[src/shared/current_ref_pkg.sv]
// constants for the programmable current reference control block
// assumes an 8-bit special-function bus with page select on the core side
package current_ref_pkg;

  // ----------------------------------------------------------------
  // register map
  // ----------------------------------------------------------------
  localparam logic [7:0] ctrl_addr     = 8'hb9;
  localparam logic [3:0] ctrl_page     = 4'h0;
  localparam logic [3:0] cfg_page      = 4'hf;
  localparam logic [7:0] ctrl_reset    = 8'h00;
  localparam logic [7:0] cfg_reset     = 8'h00;

  // ----------------------------------------------------------------
  // field layout
  // ----------------------------------------------------------------
  localparam int sink_bit              = 7;
  localparam int range_bit             = 6;
  localparam int count_msb             = 5;
  localparam int enable_bit            = 7;
  localparam int source_msb            = 2;
  localparam int num_outputs           = 6;
  localparam logic [7:0] cfg_rd_mask   = 8'h87;
  localparam logic [2:0] source_max    = 3'h5;

  // ----------------------------------------------------------------
  // step weights in microamps; cell weight in count steps
  // ----------------------------------------------------------------
  localparam logic [3:0] step_low_ua   = 4'h1;
  localparam logic [3:0] step_high_ua  = 4'h8;
  localparam logic [5:0] count_zero    = 6'h00;
  localparam logic [6:0] cell_weight   = 7'h02;
  localparam logic [7:0] rdata_idle    = 8'h00;

endpackage

[src/logic/compare_output_select.sv]
// selector of one timer compare output for the fine-tune cell
// assumes compare outputs are synchronous to ref_clk
`timescale 1ns/100ps
module compare_output_select (
  input  wire logic       ref_clk,
  input  wire logic       rst_n,
  input  wire logic [5:0] compare_output,
  input  wire logic [2:0] fine_tune_source_select,
  input  wire logic       fine_tune_enable,
  output logic            fine_tune_gate
);

  // ----------------------------------------------------------------
  // selection
  // ----------------------------------------------------------------
  // reserved codes pick nothing, so the cell stays off
  wire        code_ok  = fine_tune_source_select <=
                         current_ref_pkg::source_max;
  wire        selected = code_ok ?
                         compare_output[fine_tune_source_select] : 1'b0;
  wire        gate_d   = fine_tune_enable & selected;

  logic       gate_q;

  always_ff @(posedge ref_clk) begin
    if (!rst_n) begin
      gate_q <= 1'b0;
    end else begin
      gate_q <= gate_d;
    end
  end

  assign fine_tune_gate = gate_q;

  a_gate_off_disabled: assert property (
    @(posedge ref_clk) disable iff (!rst_n)
    !fine_tune_enable |=> !fine_tune_gate)
    else $error("fine-tune gate active while disabled");

endmodule // compare_output_select

[src/logic/current_ref_control.sv]
// register pair and output decode of the programmable current reference
// assumes a single-cycle special-function bus and page register from core
`timescale 1ns/100ps
module current_ref_control (
  input  wire logic       ref_clk,
  input  wire logic       rst_n,
  input  wire logic [7:0] sfr_addr,
  input  wire logic [3:0] sfr_page,
  input  wire logic       sfr_wr,
  input  wire logic       sfr_rd,
  input  wire logic [7:0] sfr_wdata,
  output logic      [7:0] sfr_rdata,
  output logic            sfr_hit,
  input  wire logic [5:0] compare_output,
  output logic            sink_enable,
  output logic            high_range,
  output logic      [5:0] step_count,
  output logic            current_reference_active,
  output logic      [3:0] step_size_ua,
  output logic            fine_tune_gate,
  output logic signed [10:0] target_current_ua
);

  // ----------------------------------------------------------------
  // address decode
  // ----------------------------------------------------------------
  function automatic logic hit(input logic [7:0] a, input logic [3:0] p,
                               input logic [3:0] want);
    hit = (a == current_ref_pkg::ctrl_addr) && (p == want);
  endfunction

  wire sel_ctrl = hit(sfr_addr, sfr_page, current_ref_pkg::ctrl_page);
  wire sel_cfg  = hit(sfr_addr, sfr_page, current_ref_pkg::cfg_page);
  wire wr_ctrl  = sfr_wr & sel_ctrl;
  wire wr_cfg   = sfr_wr & sel_cfg;

  // ----------------------------------------------------------------
  // registers
  // ----------------------------------------------------------------
  logic [7:0] ctrl_q;
  logic [7:0] ctrl_d;
  logic [7:0] cfg_q;
  logic [7:0] cfg_d;
  logic [7:0] rdata_q;
  logic [7:0] rdata_d;

  assign ctrl_d  = wr_ctrl ? sfr_wdata : ctrl_q;
  // unused bits never store, so they cannot leak into readback
  assign cfg_d   = wr_cfg ? (sfr_wdata & current_ref_pkg::cfg_rd_mask)
                          : cfg_q;
  assign rdata_d = !sfr_rd  ? rdata_q :
                   sel_ctrl ? ctrl_q :
                   sel_cfg  ? cfg_q : current_ref_pkg::rdata_idle;

  always_ff @(posedge ref_clk) begin
    if (!rst_n) begin
      ctrl_q  <= current_ref_pkg::ctrl_reset;
      cfg_q   <= current_ref_pkg::cfg_reset;
      rdata_q <= current_ref_pkg::rdata_idle;
    end else begin
      ctrl_q  <= ctrl_d;
      cfg_q   <= cfg_d;
      rdata_q <= rdata_d;
    end
  end

  assign sfr_rdata = rdata_q;
  assign sfr_hit   = sel_ctrl | sel_cfg;

  // ----------------------------------------------------------------
  // analog controls
  // ----------------------------------------------------------------
  wire       fine_en = cfg_q[current_ref_pkg::enable_bit];
  wire [2:0] src     = cfg_q[current_ref_pkg::source_msb:0];

  assign sink_enable  = ctrl_q[current_ref_pkg::sink_bit];
  assign high_range   = ctrl_q[current_ref_pkg::range_bit];
  assign step_count   = ctrl_q[current_ref_pkg::count_msb:0];
  assign step_size_ua = high_range ? current_ref_pkg::step_high_ua
                                   : current_ref_pkg::step_low_ua;
  // reference biased only for a non-zero count
  assign current_reference_active =
    (step_count != current_ref_pkg::count_zero);

  // ideal magnitude for the analog trim model; cell adds two lsbs
  wire [9:0] magnitude = 10'(step_count) * 10'(step_size_ua);
  assign target_current_ua = sink_enable ? -11'(signed'({1'b0, magnitude}))
                                         : 11'(signed'({1'b0, magnitude}));

  // ----------------------------------------------------------------
  // fine-tune cell
  // ----------------------------------------------------------------
  // step total seen with the cell held fully on; the analog side
  // averages the gate, so partial duty lands between the two codes
  wire [6:0] cell_steps = fine_tune_gate ? current_ref_pkg::cell_weight
                                         : 7'h00;
  wire [6:0] trim_steps = {1'b0, step_count} + cell_steps;

  // two-lsb cell weight: full duty on 00b equals count code 10b
  compare_output_select u_select (
    .ref_clk                 (ref_clk),
    .rst_n                   (rst_n),
    .compare_output          (compare_output),
    .fine_tune_source_select (src),
    .fine_tune_enable        (fine_en),
    .fine_tune_gate          (fine_tune_gate)
  );

  // ----------------------------------------------------------------
  // checks
  // ----------------------------------------------------------------
  a_ctrl_write_page: assert property (
    @(posedge ref_clk) disable iff (!rst_n)
    (sfr_wr && sfr_addr == current_ref_pkg::ctrl_addr &&
     sfr_page == current_ref_pkg::ctrl_page) |=>
    ctrl_q == $past(sfr_wdata))
    else $error("control write on page 0 not stored");

  a_cfg_write_page: assert property (
    @(posedge ref_clk) disable iff (!rst_n)
    (sfr_wr && sfr_addr == current_ref_pkg::ctrl_addr &&
     sfr_page == current_ref_pkg::cfg_page) |=>
    cfg_q == ($past(sfr_wdata) & current_ref_pkg::cfg_rd_mask))
    else $error("config write on page f not stored");

  a_ctrl_other_page: assert property (
    @(posedge ref_clk) disable iff (!rst_n)
    (sfr_page != current_ref_pkg::ctrl_page) |=> $stable(ctrl_q))
    else $error("control changed from another page");

  a_cfg_other_page: assert property (
    @(posedge ref_clk) disable iff (!rst_n)
    (sfr_page != current_ref_pkg::cfg_page) |=> $stable(cfg_q))
    else $error("config changed from another page");

  a_other_addr: assert property (
    @(posedge ref_clk) disable iff (!rst_n)
    (sfr_addr != current_ref_pkg::ctrl_addr) |=>
    ($stable(ctrl_q) && $stable(cfg_q)))
    else $error("register changed from another address");

  a_hit_decode: assert property (
    @(posedge ref_clk) disable iff (!rst_n)
    sfr_hit == (sfr_addr == current_ref_pkg::ctrl_addr &&
                (sfr_page == current_ref_pkg::ctrl_page ||
                 sfr_page == current_ref_pkg::cfg_page)))
    else $error("register hit decode wrong");

  a_read_ctrl: assert property (
    @(posedge ref_clk) disable iff (!rst_n)
    (sfr_rd && sel_ctrl) |=> sfr_rdata == $past(ctrl_q))
    else $error("control readback wrong");

  a_read_cfg: assert property (
    @(posedge ref_clk) disable iff (!rst_n)
    (sfr_rd && sel_cfg) |=> sfr_rdata == $past(cfg_q))
    else $error("config readback wrong");

  a_read_unmapped: assert property (
    @(posedge ref_clk) disable iff (!rst_n)
    (sfr_rd && !sfr_hit) |=> sfr_rdata == current_ref_pkg::rdata_idle)
    else $error("unmapped read not zero");

  a_rdata_hold: assert property (
    @(posedge ref_clk) disable iff (!rst_n)
    !sfr_rd |=> $stable(sfr_rdata))
    else $error("read data moved without a read");

  a_unused_zero: assert property (
    @(posedge ref_clk) disable iff (!rst_n)
    (cfg_q & ~current_ref_pkg::cfg_rd_mask) == '0)
    else $error("unused config bits not zero");

  a_direction_bit: assert property (
    @(posedge ref_clk) disable iff (!rst_n)
    sink_enable == (target_current_ua < 0) ||
    step_count == current_ref_pkg::count_zero)
    else $error("direction does not follow sink bit");

  a_step_product: assert property (
    @(posedge ref_clk) disable iff (!rst_n)
    (sink_enable ? -target_current_ua : target_current_ua) ==
    11'(step_count) * 11'(step_size_ua))
    else $error("target current not count times step");

  a_step_size: assert property (
    @(posedge ref_clk) disable iff (!rst_n)
    step_size_ua == (ctrl_q[current_ref_pkg::range_bit] ?
                     current_ref_pkg::step_high_ua :
                     current_ref_pkg::step_low_ua))
    else $error("step size wrong for range");

  a_low_power: assert property (
    @(posedge ref_clk) disable iff (!rst_n)
    current_reference_active ==
    (ctrl_q[current_ref_pkg::count_msb:0] != current_ref_pkg::count_zero))
    else $error("reference active state wrong for count");

  a_gate_follows: assert property (
    @(posedge ref_clk) disable iff (!rst_n)
    (fine_en && src <= current_ref_pkg::source_max) |=>
    fine_tune_gate == $past(compare_output[src]))
    else $error("gate does not follow selected output");

  a_reserved_off: assert property (
    @(posedge ref_clk) disable iff (!rst_n)
    (src > current_ref_pkg::source_max) |=> !fine_tune_gate)
    else $error("reserved select drove the gate");

  a_cell_weight: assert property (
    @(posedge ref_clk) disable iff (!rst_n)
    (fine_tune_gate && step_count[1:0] == 2'h0) |->
    trim_steps == {1'b0, step_count[current_ref_pkg::count_msb:2], 2'h2})
    else $error("full-duty cell does not equal code 10b");

endmodule // current_ref_control

[config.mk]
export PLATFORM = sky130hd
export DESIGN_NAME = current_ref_control
export DESIGN_NICKNAME = d
export VERILOG_FILES = /design/src/shared/current_ref_pkg.sv /design/src/logic/compare_output_select.sv /design/src/logic/current_ref_control.sv
export SDC_FILE = /design/constraint.sdc
export NUM_CORES = 1
export LEC_CHECK = 0
export BUFFER_PORTS_ARGS = -buffer_cell sky130_fd_sc_hd__buf_2
export CORE_ASPECT_RATIO = 1.4
export CORE_MARGIN = 1.5
export CORE_UTILIZATION = 50
export CTS_CLUSTER_DIAMETER = 30
export DETAILED_ROUTE_END_ITERATION = 10
export GPL_TIMING_DRIVEN = 0
export HOLD_SLACK_MARGIN = 0.12
export PLACE_DENSITY_LB_ADDON = 0.2
export SYNTH_ARGS = -nofsm -noshare
export SYNTH_HDL_FRONTEND = slang
export SYNTH_SLANG_ARGS = --single-unit
[constraint.sdc]
create_clock -name ref_clk -period 10.1 [get_ports ref_clk]
set_input_delay 3.03 -clock ref_clk [delete_from_list [all_inputs] [get_ports ref_clk]]
set_output_delay 3.03 -clock ref_clk [all_outputs]
set_load 0.005 [all_outputs]
==> impl_metrics.env, run 1 <==
export IMPL_status="complete, no violations"
export IMPL_cp_arrival_ns=4.14
export IMPL_p_per_area_mw_per_mm2=75.0
export IMPL_start_util=0.533
export IMPL_core_area_mm2=0.00267
export IMPL_cts_hold_buf=0
export IMPL_setup_tns_ns=0
export IMPL_rr_endpoint="u_select.fine_tune_gate"
export IMPL_setup_worst_path_start_class="input port"
export IMPL_clock_sinks=21
export IMPL_gp_congestion=0.782
export IMPL_wl_um=3270
export IMPL_yosysWarningCount=0
export IMPL_ys_types=45
export IMPL_timing_fmax_mhz=139
export IMPL_grt_pass1_wl_um=5300
export IMPL_die_y_um=66.1
export IMPL_wl_per_cell_um=12.1
export IMPL_rsz0062_at_grt="false"
export IMPL_num_io_pins=64
export IMPL_hpwl_um=2690
export IMPL_synth_avg_cell_area_um2=8.47
export IMPL_post_route_period_util=0.710
export IMPL_crit_path_start="sfr_page[0]"
export IMPL_path_class="input port to output port"
export IMPL_antenna_found_initial=0
export IMPL_cts_tree="done"
export IMPL_cts_setup_buffers=0
export IMPL_ff2ff_path_depth=3
export IMPL_layout_nets=272
export IMPL_grt_use_total=0.224
export IMPL_grt_pass1_vias=1331
export IMPL_rows=22
export IMPL_r2r_start="cfg_q[0]"
export IMPL_syn_area_mm2=0.00142
export IMPL_yosysSeqAreaShare=0.296
export IMPL_crit_path_end="sfr_hit"
export IMPL_slew_violations=0
export IMPL_worstPathRequired_ns=7.07
export IMPL_die_w_um=48.1
export IMPL_ys_seq_elements=21
export IMPL_max_slew_margin_rel=0.529
export IMPL_viasPerCell=5.17
export IMPL_postSynthCellCount=168
export IMPL_syn_to_final_growth_pct=26.9
export IMPL_worstSkewPairLatency_ns=0.29
export IMPL_setup_violations_final=0
export IMPL_ctsResizeCount=0
export IMPL_hold_viol_final=0
export IMPL_drt_iter0_drc=14
export IMPL_grt_max_degree=12
export IMPL_die_area_mm2=0.00318
export IMPL_antenna_left=0
export IMPL_worstPathMaxFanout=7
export IMPL_overflow=0
export IMPL_peakVddDrop_mv=0.0738
export IMPL_cts_htree_levels=1
export IMPL_min_period_ns=7.17
export IMPL_p_leak_nw=0.902
export IMPL_skew_ns=0.00158
export IMPL_nFillCells=263
export IMPL_drc=0
export IMPL_worstHoldPathType="flip-flop to flip-flop"
export IMPL_num_vias=1401
export IMPL_tightest_slew_ns=0.701
export IMPL_post_route_util=0.676
export IMPL_cap_violations=0
export IMPL_end_kind="output port"
export IMPL_clkTransAtPathRegs_ns=0.11
export IMPL_clockBufferDepth=2
export IMPL_cts_buffers=3
export IMPL_r2r_slack_ns=8.82
export IMPL_drive_above_1_share=0.319
export IMPL_first_pass_iters=4
export IMPL_clockRootBuffer="clkbuf_4"
export IMPL_antenna_cells=0
export IMPL_io_buffer_count=60
[worst min-delay path by stage]
stage	from	end	depth (start not counted)	slack [ns]
2_1_floorplan	cfg_q[7]	u_select.fine_tune_gate	2	0.42
3_3_place_gp	cfg_q[7]	u_select.fine_tune_gate	2	0.44
3_5_place_dp	cfg_q[7]	u_select.fine_tune_gate	2	0.45
4_1_cts	cfg_q[7]	u_select.fine_tune_gate	2	0.45
5_1_grt	cfg_q[7]	u_select.fine_tune_gate	2	0.50
6_report	cfg_q[7]	u_select.fine_tune_gate	2	0.46
[synth_stat cells (all sizes together)]
| cell type | number | share of area |
|---|---|---|
| a21boi | 4 | 0.021 |
| a21o | 2 | 0.011 |
| a21oi | 8 | 0.028 |
| a22oi | 4 | 0.021 |
| and2 | 6 | 0.026 |
| and3 | 1 | 0.0044 |
| and4 | 2 | 0.012 |
| and4b | 1 | 0.0070 |
| buf | 6 | 0.025 |
| clkbuf | 5 | 0.013 |
| conb | 1 | 0.0026 |
| dfxtp | 21 | 0.30 |
| fa | 1 | 0.014 |
| ha | 5 | 0.044 |
| inv | 7 | 0.018 |
| mux2 | 2 | 0.018 |
| mux2i | 10 | 0.070 |
| mux4 | 1 | 0.016 |
| nand2 | 16 | 0.044 |
| nand2b | 1 | 0.0044 |
| nand3 | 6 | 0.021 |
| nand3b | 1 | 0.0053 |
| nor2 | 6 | 0.016 |
| nor2b | 17 | 0.075 |
| nor3 | 4 | 0.014 |
| nor3b | 1 | 0.0053 |
| nor4 | 1 | 0.0088 |
| nor4bb | 1 | 0.0070 |
| o211a | 1 | 0.0070 |
| o21a | 1 | 0.0053 |
| o21ai | 4 | 0.017 |
| o22ai | 4 | 0.018 |
| o31a | 1 | 0.0062 |
| o31ai | 2 | 0.011 |
| o32ai | 1 | 0.0062 |
| or2 | 1 | 0.0044 |
| or3 | 2 | 0.016 |
| xnor2 | 7 | 0.043 |
| xor2 | 3 | 0.018 |
[power breakdown]
| group | internal (mW) | switching [mW] |
|---|---|---|
| clock network | 0.0154 | 0.0232 |
| logic | 0.00781 | 0.00625 |
| registers | 0.0828 | 0.00000743 |
[sequential cells by signal, indices dropped and copies added, names as in the netlist]
| register | flops |
|---|---|
| cfg_q | 4 |
| sfr_rdata | 8 |
| u_select.fine_tune_gate | 1 |
| ctrl_q | 8 |
[area by class of cell]
type / count / area, um^2 / share of cell area
Buffer: 11 / 53.8 / 0.0298
Clock buffer: 4 / 26.3 / 0.0146
Inverter: 7 / 26.3 / 0.0146
Multi-Input combinational cell: 132 / 933 / 0.517
Sequential cell: 21 / 420 / 0.233
Tap cell: 36 / 45.0 / 0.0249
Timing Repair Buffer: 60 / 300 / 0.166
[metal layers]
metal | share of wire | wire length, um | vias up | track usage
met5 | 0 | 0 | - | 0
met4 | 0.013 | 42 | 0 | 0.0777
met3 | 0.047 | 153 | 7 | 0.0191
met2 | 0.55 | 1790 | 53 | 0.420
met1 | 0.39 | 1280 | 629 | 0.242
li1 | - | - | 712 | -
[placed cells by master (no fill, tap or decap), drive strengths merged, types with 2 or more instances in the layout]
master / netlist / routed
a21boi: 4 / 4
a21o: 2 / 2
a21oi: 8 / 8
a22oi: 4 / 4
and2: 6 / 6
and4: 2 / 2
buf: 6 / 66
clkbuf: 5 / 9
conb: 1 / 4
dfxtp: 21 / 21
ha: 5 / 5
inv: 7 / 7
mux2: 2 / 2
mux2i: 10 / 10
nand2: 16 / 16
nand3: 6 / 6
nor2: 6 / 6
nor2b: 17 / 17
nor3: 4 / 4
o21ai: 4 / 4
o22ai: 4 / 4
o31ai: 2 / 2
or3: 2 / 2
xnor2: 7 / 7
xor2: 3 / 3
[through the flow]
stage / hold WS [ns] / cell area (um^2) / power (mW) / setup WS (ns) / std cells
floorplan: 0.423 / 1430 / 0.0914 / 3.31 / 171
global placement: 0.444 / 1780 / 0.0984 / 2.97 / 267
detailed placement: 0.447 / 1780 / 0.0987 / 2.93 / 267
CTS: 0.455 / 1810 / 0.136 / 2.93 / 271
global route: 0.499 / 1810 / 0.142 / 2.86 / 271
finish: 0.461 / 1810 / 0.135 / 2.93 / 271
[critical path, stage by stage]
cell and delay, ns:
buf_2 0.10, nor4_2 0.64, o211a_1 0.25, buf_2 0.11
[cells by family after synthesis]
family | share of synthesized area
fa+ha+maj | 0.0580
other cells | 0.00264
xor+xnor | 0.0616
compound gates | 0.150
buf+inv | 0.0563
flops | 0.296
mux | 0.105
simple gates | 0.271
Note: power is estimated with default switching activity, not from simulation.
==> run 2, diff against run 1 <==
Settings changed: ABC_AREA from default to 1, CORE_UTILIZATION 50 to 48.
Clock period 10.1 ns to 7.05 ns, I/O delays scaled along.
==> run 2 against run 1 <==
Net effect:
- sequential share of layout area decreased by 2.0 points
- clock skew shrank 0.00065 ns
- synthesized area grew 10%
- core utilization shrank 4.4 points
- largest power group unchanged
- critical endpoint unchanged
==> impl_metrics.env, run 2 <==
export IMPL_status="complete, no violations"
export IMPL_cts_setup_buffers=0
export IMPL_ctsResizeCount=0
export IMPL_worstSkewPairLatency_ns=0.26
export IMPL_wl_per_cell_um=10.7
export IMPL_cts_buffers=3
export IMPL_cp_arrival_ns=3.01
export IMPL_nFillCells=332
export IMPL_placed_cells=345
export IMPL_grt_max_degree=12
export IMPL_clkTransAtPathRegs_ns=0.07
export IMPL_setup_tns_ns=0
export IMPL_wl_um=3750
export IMPL_clock_sinks=21
export IMPL_setup_worst_path_start_class="input port"
export IMPL_hold_viol_final=0
export IMPL_synth_avg_cell_area_um2=6.47
export IMPL_place_area_mm2=0.00193
export IMPL_io_buffer_count=61
export IMPL_grt_pass1_wl_um=6510
export IMPL_die_area_mm2=0.00362
export IMPL_synth_flop_cell="dfxtp_1"
export IMPL_stdcell_count=349
export IMPL_seqPwrFrac=0.526
export IMPL_synth_edf_count=0
export IMPL_design_area_mm2=0.00198
export IMPL_worstHoldPathType="flip-flop to flip-flop"
export IMPL_final_common_cell="buf_2"
export IMPL_layout_nets=347
export IMPL_cts_htree_levels=1
export IMPL_hpwl_um=3130
export IMPL_yosysWarningCount=0
export IMPL_drc=0
export IMPL_p_sw_mw=0.0567
export IMPL_synth_commonest_cells="59 x nand2_1, 29 x inv_1, 26 x nor2_1, 25 x nand3_1, 21 x dfxtp_1"
export IMPL_yosysTopAreaCell="dfxtp_1"
export IMPL_path_class="input port to output port"
export IMPL_ys_top_cells_by_area="dfxtp_1 27%, nand2_1 14%, nand3_1 8.0%, inv_1 7.0%, nor2_1 6.2%"
export IMPL_overflow=0
export IMPL_ys_types=31
export IMPL_core_area_mm2=0.00312
export IMPL_antenna_found_initial=0
export IMPL_grt_pass1_vias=1629
export IMPL_cap_violations=0
export IMPL_die_y_um=70.6
export IMPL_synth_top_area_frac=0.269
export IMPL_worstPathMaxFanout=10
export IMPL_setup_violations_final=0
export IMPL_clkPwrFrac=0.338
export IMPL_die_w_um=51.3
export IMPL_p_per_area_mw_per_mm2=117
export IMPL_cts_hold_buf=0
export IMPL_grt_use_total=0.231
export IMPL_worstPathRequired_ns=4.93
export IMPL_postSynthCellCount=242
export IMPL_syn_to_final_growth_pct=26.2
export IMPL_layout_common_cells="63 x buf_2, 59 x nand2_1, 29 x inv_1, 26 x nor2_1, 25 x nand3_1"
export IMPL_ys_seq_elements=21
export IMPL_clockBufferDepth=2
export IMPL_syn_area_mm2=0.00157
export IMPL_skew_ns=0.000927
export IMPL_min_period_ns=5.13
export IMPL_first_pass_iters=4
export IMPL_drive_above_1_share=0.294
export IMPL_rsz0062_at_grt="false"
export IMPL_viasPerCell=4.87
export IMPL_slew_violations=0
export IMPL_p_sw_frac=0.245
export IMPL_comb_power_share=0.137
export IMPL_yosysSeqAreaShare=0.269
export IMPL_yosysMostFrequentCell="nand2_1"
export IMPL_num_vias=1698
export IMPL_antenna_cells=0
export IMPL_cts_tree="done"
export IMPL_timing_fmax_mhz=195
export IMPL_drt_iter0_drc=40
export IMPL_clockRootBuffer="clkbuf_8"
export IMPL_power_mw=0.232
export IMPL_post_route_period_util=0.727
export IMPL_rows=24
export IMPL_synth_async_sr_flop_share=0
export IMPL_post_route_util=0.633
export IMPL_p_leak_nw=1.11
export IMPL_peakVddDrop_mv=0.139
export IMPL_antenna_left=0
export IMPL_start_util=0.501
export IMPL_internal_power_mw=0.175
export IMPL_gp_congestion=0.795
export IMPL_end_kind="output port"
export IMPL_num_io_pins=64
-- run 2: cell count changes after synthesis, moves of 10 or more --
cell,delta
mux2i_1,-10
inv_1,+23
nand3_1,+19
nor2_1,+20
nor2b_1,-17
nand2_1,+44
-- run 2: layer usage --
layer	wire length [um]	part of all wire	up-vias	global-route usage
met3	114	0.030	4	0.0274
li1	-	-	905	-
met1	1440	0.38	760	0.232
met4	66	0.018	0	0.0965
met2	2120	0.57	29	0.457
met5	0	0	-	0
-- run 2: power groups by stage --
| stage | registers (mW) | clock network (mW) | logic [mW] |
|---|---|---|---|
| after floorplan | 0.125 | 0 | 0.0158 |
| after global placement | 0.124 | 0 | 0.0315 |
| after detailed placement | 0.124 | 0 | 0.0318 |
| after CTS | 0.122 | 0.0800 | 0.0319 |
| after global routing | 0.122 | 0.0843 | 0.0359 |
| final | 0.122 | 0.0782 | 0.0317 |
-- run 2: cell families (layout without fill, tap and decap cells) --
logic type               after synthesis  after routing  share of synthesized area
AO/OA/AOI/OAI                         29             29                     0.0983
flip-flops                            21             21                      0.269
other                                  1              4                    0.00240
buffers and inverters                 41            106                      0.112
adder cells (fa/ha/maj)                6              6                     0.0528
XOR/XNOR                               6              6                     0.0336
AND/OR/NAND/NOR                      138            138                      0.432
-- run 2: per-stage QoR --
step	hold WS, ns	setup WS (ns)
final	0.501	1.92
after global routing	0.529	1.75
after CTS	0.506	1.90
after detailed placement	0.494	1.91
after global placement	0.483	1.91
after floorplan	0.449	2.23
-- run 2: final timing paths --
| check | from | to | slack (ns) | cells after the start |
|---|---|---|---|---|
| worst max-delay path | sfr_page[1] | sfr_hit | 1.92 | 7 |
| worst min register to register | cfg_q[7] | u_select.fine_tune_gate | 0.50 | 2 |
| worst min-delay path | cfg_q[7] | u_select.fine_tune_gate | 0.50 | 2 |
| worst max register to register | cfg_q[0] | u_select.fine_tune_gate | 6.06 | 5 |
-- run 2: cell type report --
class	count	area [um^2]	area share
plain buffers	7	47.5	0.0241
clock buffers	4	45.0	0.0228
inverters	34	128	0.0646
multi-input cells	183	981	0.497
flip-flops and latches	21	420	0.213
well taps	39	48.8	0.0247
repair buffers	61	305	0.155
-- run 2: critical path, stage by stage --
cell and delay, ns:
buf_2 0.10, nor2_1 0.09, nand2_1 0.09, nor2_4 0.20
nand3_4 0.16, o21ai_0 0.11, buf_2 0.14
==> run 3, diff against run 2 <==
Settings changed: ABC_AREA 1 to 0, CORE_UTILIZATION 48 to 42.
Clock period 7.05 ns to 4.4 ns, I/O delays scaled along.
==> run 3 against run 2 <==
Net effect:
- power rose by 49%
- flip-flop and latch count did not move
- critical path type is now flip-flop to output port
- worst hold slack got worse by 0.045 ns
- largest cell class unchanged
- global-route usage fell by 3.8 points
- cell count fell by 21%
- register-to-register slack got worse by 2.9 ns
- largest power group unchanged
==> impl_metrics.env, run 3 (synthesis results as in run 1) <==
export IMPL_place_area_mm2=0.00178
export IMPL_viasPerCell=5.12
export IMPL_worstPathRequired_ns=3.08
export IMPL_grt_use_total=0.193
export IMPL_setup_tns_ns=0
export IMPL_nFillCells=323
export IMPL_place_ws_ns=0.141
export IMPL_hold_viol_final=0
export IMPL_setup_violations_final=0
export IMPL_design_area_mm2=0.00183
export IMPL_drc=0
export IMPL_wl_per_cell_um=12.6
export IMPL_multiInputGateArea_um2=933
export IMPL_grt_max_degree=12
export IMPL_skew_ns=0.00280
export IMPL_worstHoldPathType="flip-flop to flip-flop"
export IMPL_crit_path_frequent_cell="or3_4"
export IMPL_p_leak_nw=0.914
export IMPL_tightest_slew_ns=0.660
export IMPL_hpwl_um=2770
export IMPL_first_pass_iters=4
export IMPL_path_delay_family="simple AND/OR/NAND/NOR gates"
export IMPL_core_area_mm2=0.00318
export IMPL_setup_worst_path_start_class="flip-flop"
export IMPL_slowest_delay_ns=0.52
export IMPL_layout_common_cells="61 x buf_2, 20 x dfxtp_1, 17 x nor2b_1, 15 x nand2_1, 10 x mux2i_1"
export IMPL_antenna_found_initial=0
export IMPL_final_common_cell="buf_2"
export IMPL_grt_pass1_wl_um=5600
export IMPL_gp_congestion=0.730
export IMPL_start_util=0.447
export IMPL_seqPwrFrac=0.552
export IMPL_die_y_um=71.9
export IMPL_rows=24
export IMPL_antenna_left=0
export IMPL_rsz0062_at_grt="false"
export IMPL_critical_path_buf_inv_count=2
export IMPL_overflow=0
export IMPL_comb_power_share=0.093
export IMPL_clkTransAtPathRegs_ns=0.07
export IMPL_seqCellArea_um2=422
export IMPL_antenna_cells=0
export IMPL_die_w_um=52.2
export IMPL_worstPathMaxFanout=10
export IMPL_end_kind="output port"
export IMPL_cts_setup_buffers=0
export IMPL_clockBufferDepth=2
export IMPL_use_met3=0.0125
export IMPL_post_route_period_util=0.968
export IMPL_num_io_pins=64
export IMPL_status="complete, no violations"
export IMPL_grt_pass1_vias=1317
export IMPL_wl_um=3460
export IMPL_hold_ws_ns=0.457
export IMPL_path_class="flip-flop to output port"
export IMPL_clock_sinks=21
export IMPL_clockRootBuffer="clkbuf_8"
export IMPL_p_sw_mw=0.0718
export IMPL_met1_usage=0.212
export IMPL_max_slew_margin_rel=0.557
export IMPL_path_cells="buf_4 > mux2_2 > fa_1 > or3_4 > or3_4 > o31a_1 > buf_2"
export IMPL_cp_arrival_ns=2.94
export IMPL_layout_nets=272
export IMPL_internal_power_mw=0.272
export IMPL_drt_iter0_drc=13
export IMPL_cts_buffers=3
export IMPL_num_vias=1402
export IMPL_cp_slowest_cell="fa_1"
export IMPL_timing_fmax_mhz=235
export IMPL_worstSkewPairLatency_ns=0.26
export IMPL_p_per_area_mw_per_mm2=188
export IMPL_post_route_util=0.576
export IMPL_p_sw_frac=0.209
export IMPL_drive_above_1_share=0.332
export IMPL_cap_violations=0
export IMPL_grt_busiest_layer="met2"
export IMPL_die_area_mm2=0.00375
export IMPL_clkPwrFrac=0.355
export IMPL_slew_violations=0
export IMPL_use_met2=0.370
export IMPL_peakVddDrop_mv=0.179
export IMPL_cts_htree_levels=1
export IMPL_cts_tree="done"
export IMPL_worst_slack_ns=0.142
export IMPL_min_period_ns=4.26
export IMPL_io_buffer_count=60
export IMPL_syn_to_final_growth_pct=28.8
-- run 3: changes by cell type in the layout (fill, tap and decap cells not counted), moves of 5 or more --
cell / change
nand2_1: -44
o21ai_0: -7
mux2i_1: +10
o21ai_1: -5
nor2b_1: +17
and2_1: +6
nand3_1: -19
inv_1: -23
nor2_1: -20
-- run 3: cell type report --
class                           count  share of cell area
Inverter                            7              0.0143
Buffer                             11              0.0314
Tap cell                           39              0.0266
Multi-Input combinational cell    132               0.509
Timing Repair Buffer               60               0.164
Clock buffer                        4              0.0246
Sequential cell                    21               0.230
-- run 3: through the flow --
step / power (mW) / cells
after floorplan: 0.210 / 171
after global placement: 0.226 / 270
after detailed placement: 0.226 / 270
after CTS: 0.347 / 274
after global routing: 0.359 / 274
final: 0.344 / 274
-- run 3: worst paths after layout --
path	slack (ns)	endpoint	depth (start not counted)	start
min	0.46	u_select.fine_tune_gate	2	cfg_q[7]
min reg2reg	0.46	u_select.fine_tune_gate	2	cfg_q[7]
max	0.14	target_current_ua[10]	7	ctrl_q[6]
max reg2reg	3.17	u_select.fine_tune_gate	3	cfg_q[0]
-- run 3: what timing repair did --
| action | CTS | global route |
|---|---|---|
| gates resized for setup | 2 | 2 |
| setup endpoints to repair | 3 | 2 |
| endpoints found under the hold margin | 0 | 0 |
| pin swaps | 0 | 0 |
| hold buffers | 0 | 0 |
-- run 3: power groups by stage --
stage	Combinational (mW)	Sequential [mW]	Clock (mW)
6_report	0.0319	0.190	0.122
5_1_grt	0.0351	0.190	0.134
4_1_cts	0.0320	0.190	0.125
3_5_place_dp	0.0319	0.194	0
3_3_place_gp	0.0317	0.194	0
2_1_floorplan	0.0153	0.194	0
-- run 3: worst register-to-register path: cells and delay by family (launching register included) --
kind / cells / cell delay (ns)
simple gates: 1 / 0.06
mux: 2 / 0.65
flops: 1 / 0.42
-- run 3: per-layer routing --
layer  vias to the layer above  part of all wire
li1                        713                 -
met1                       638              0.41
met2                        46              0.53
met3                         5             0.050
met4                         0             0.016
met5                         -                 0
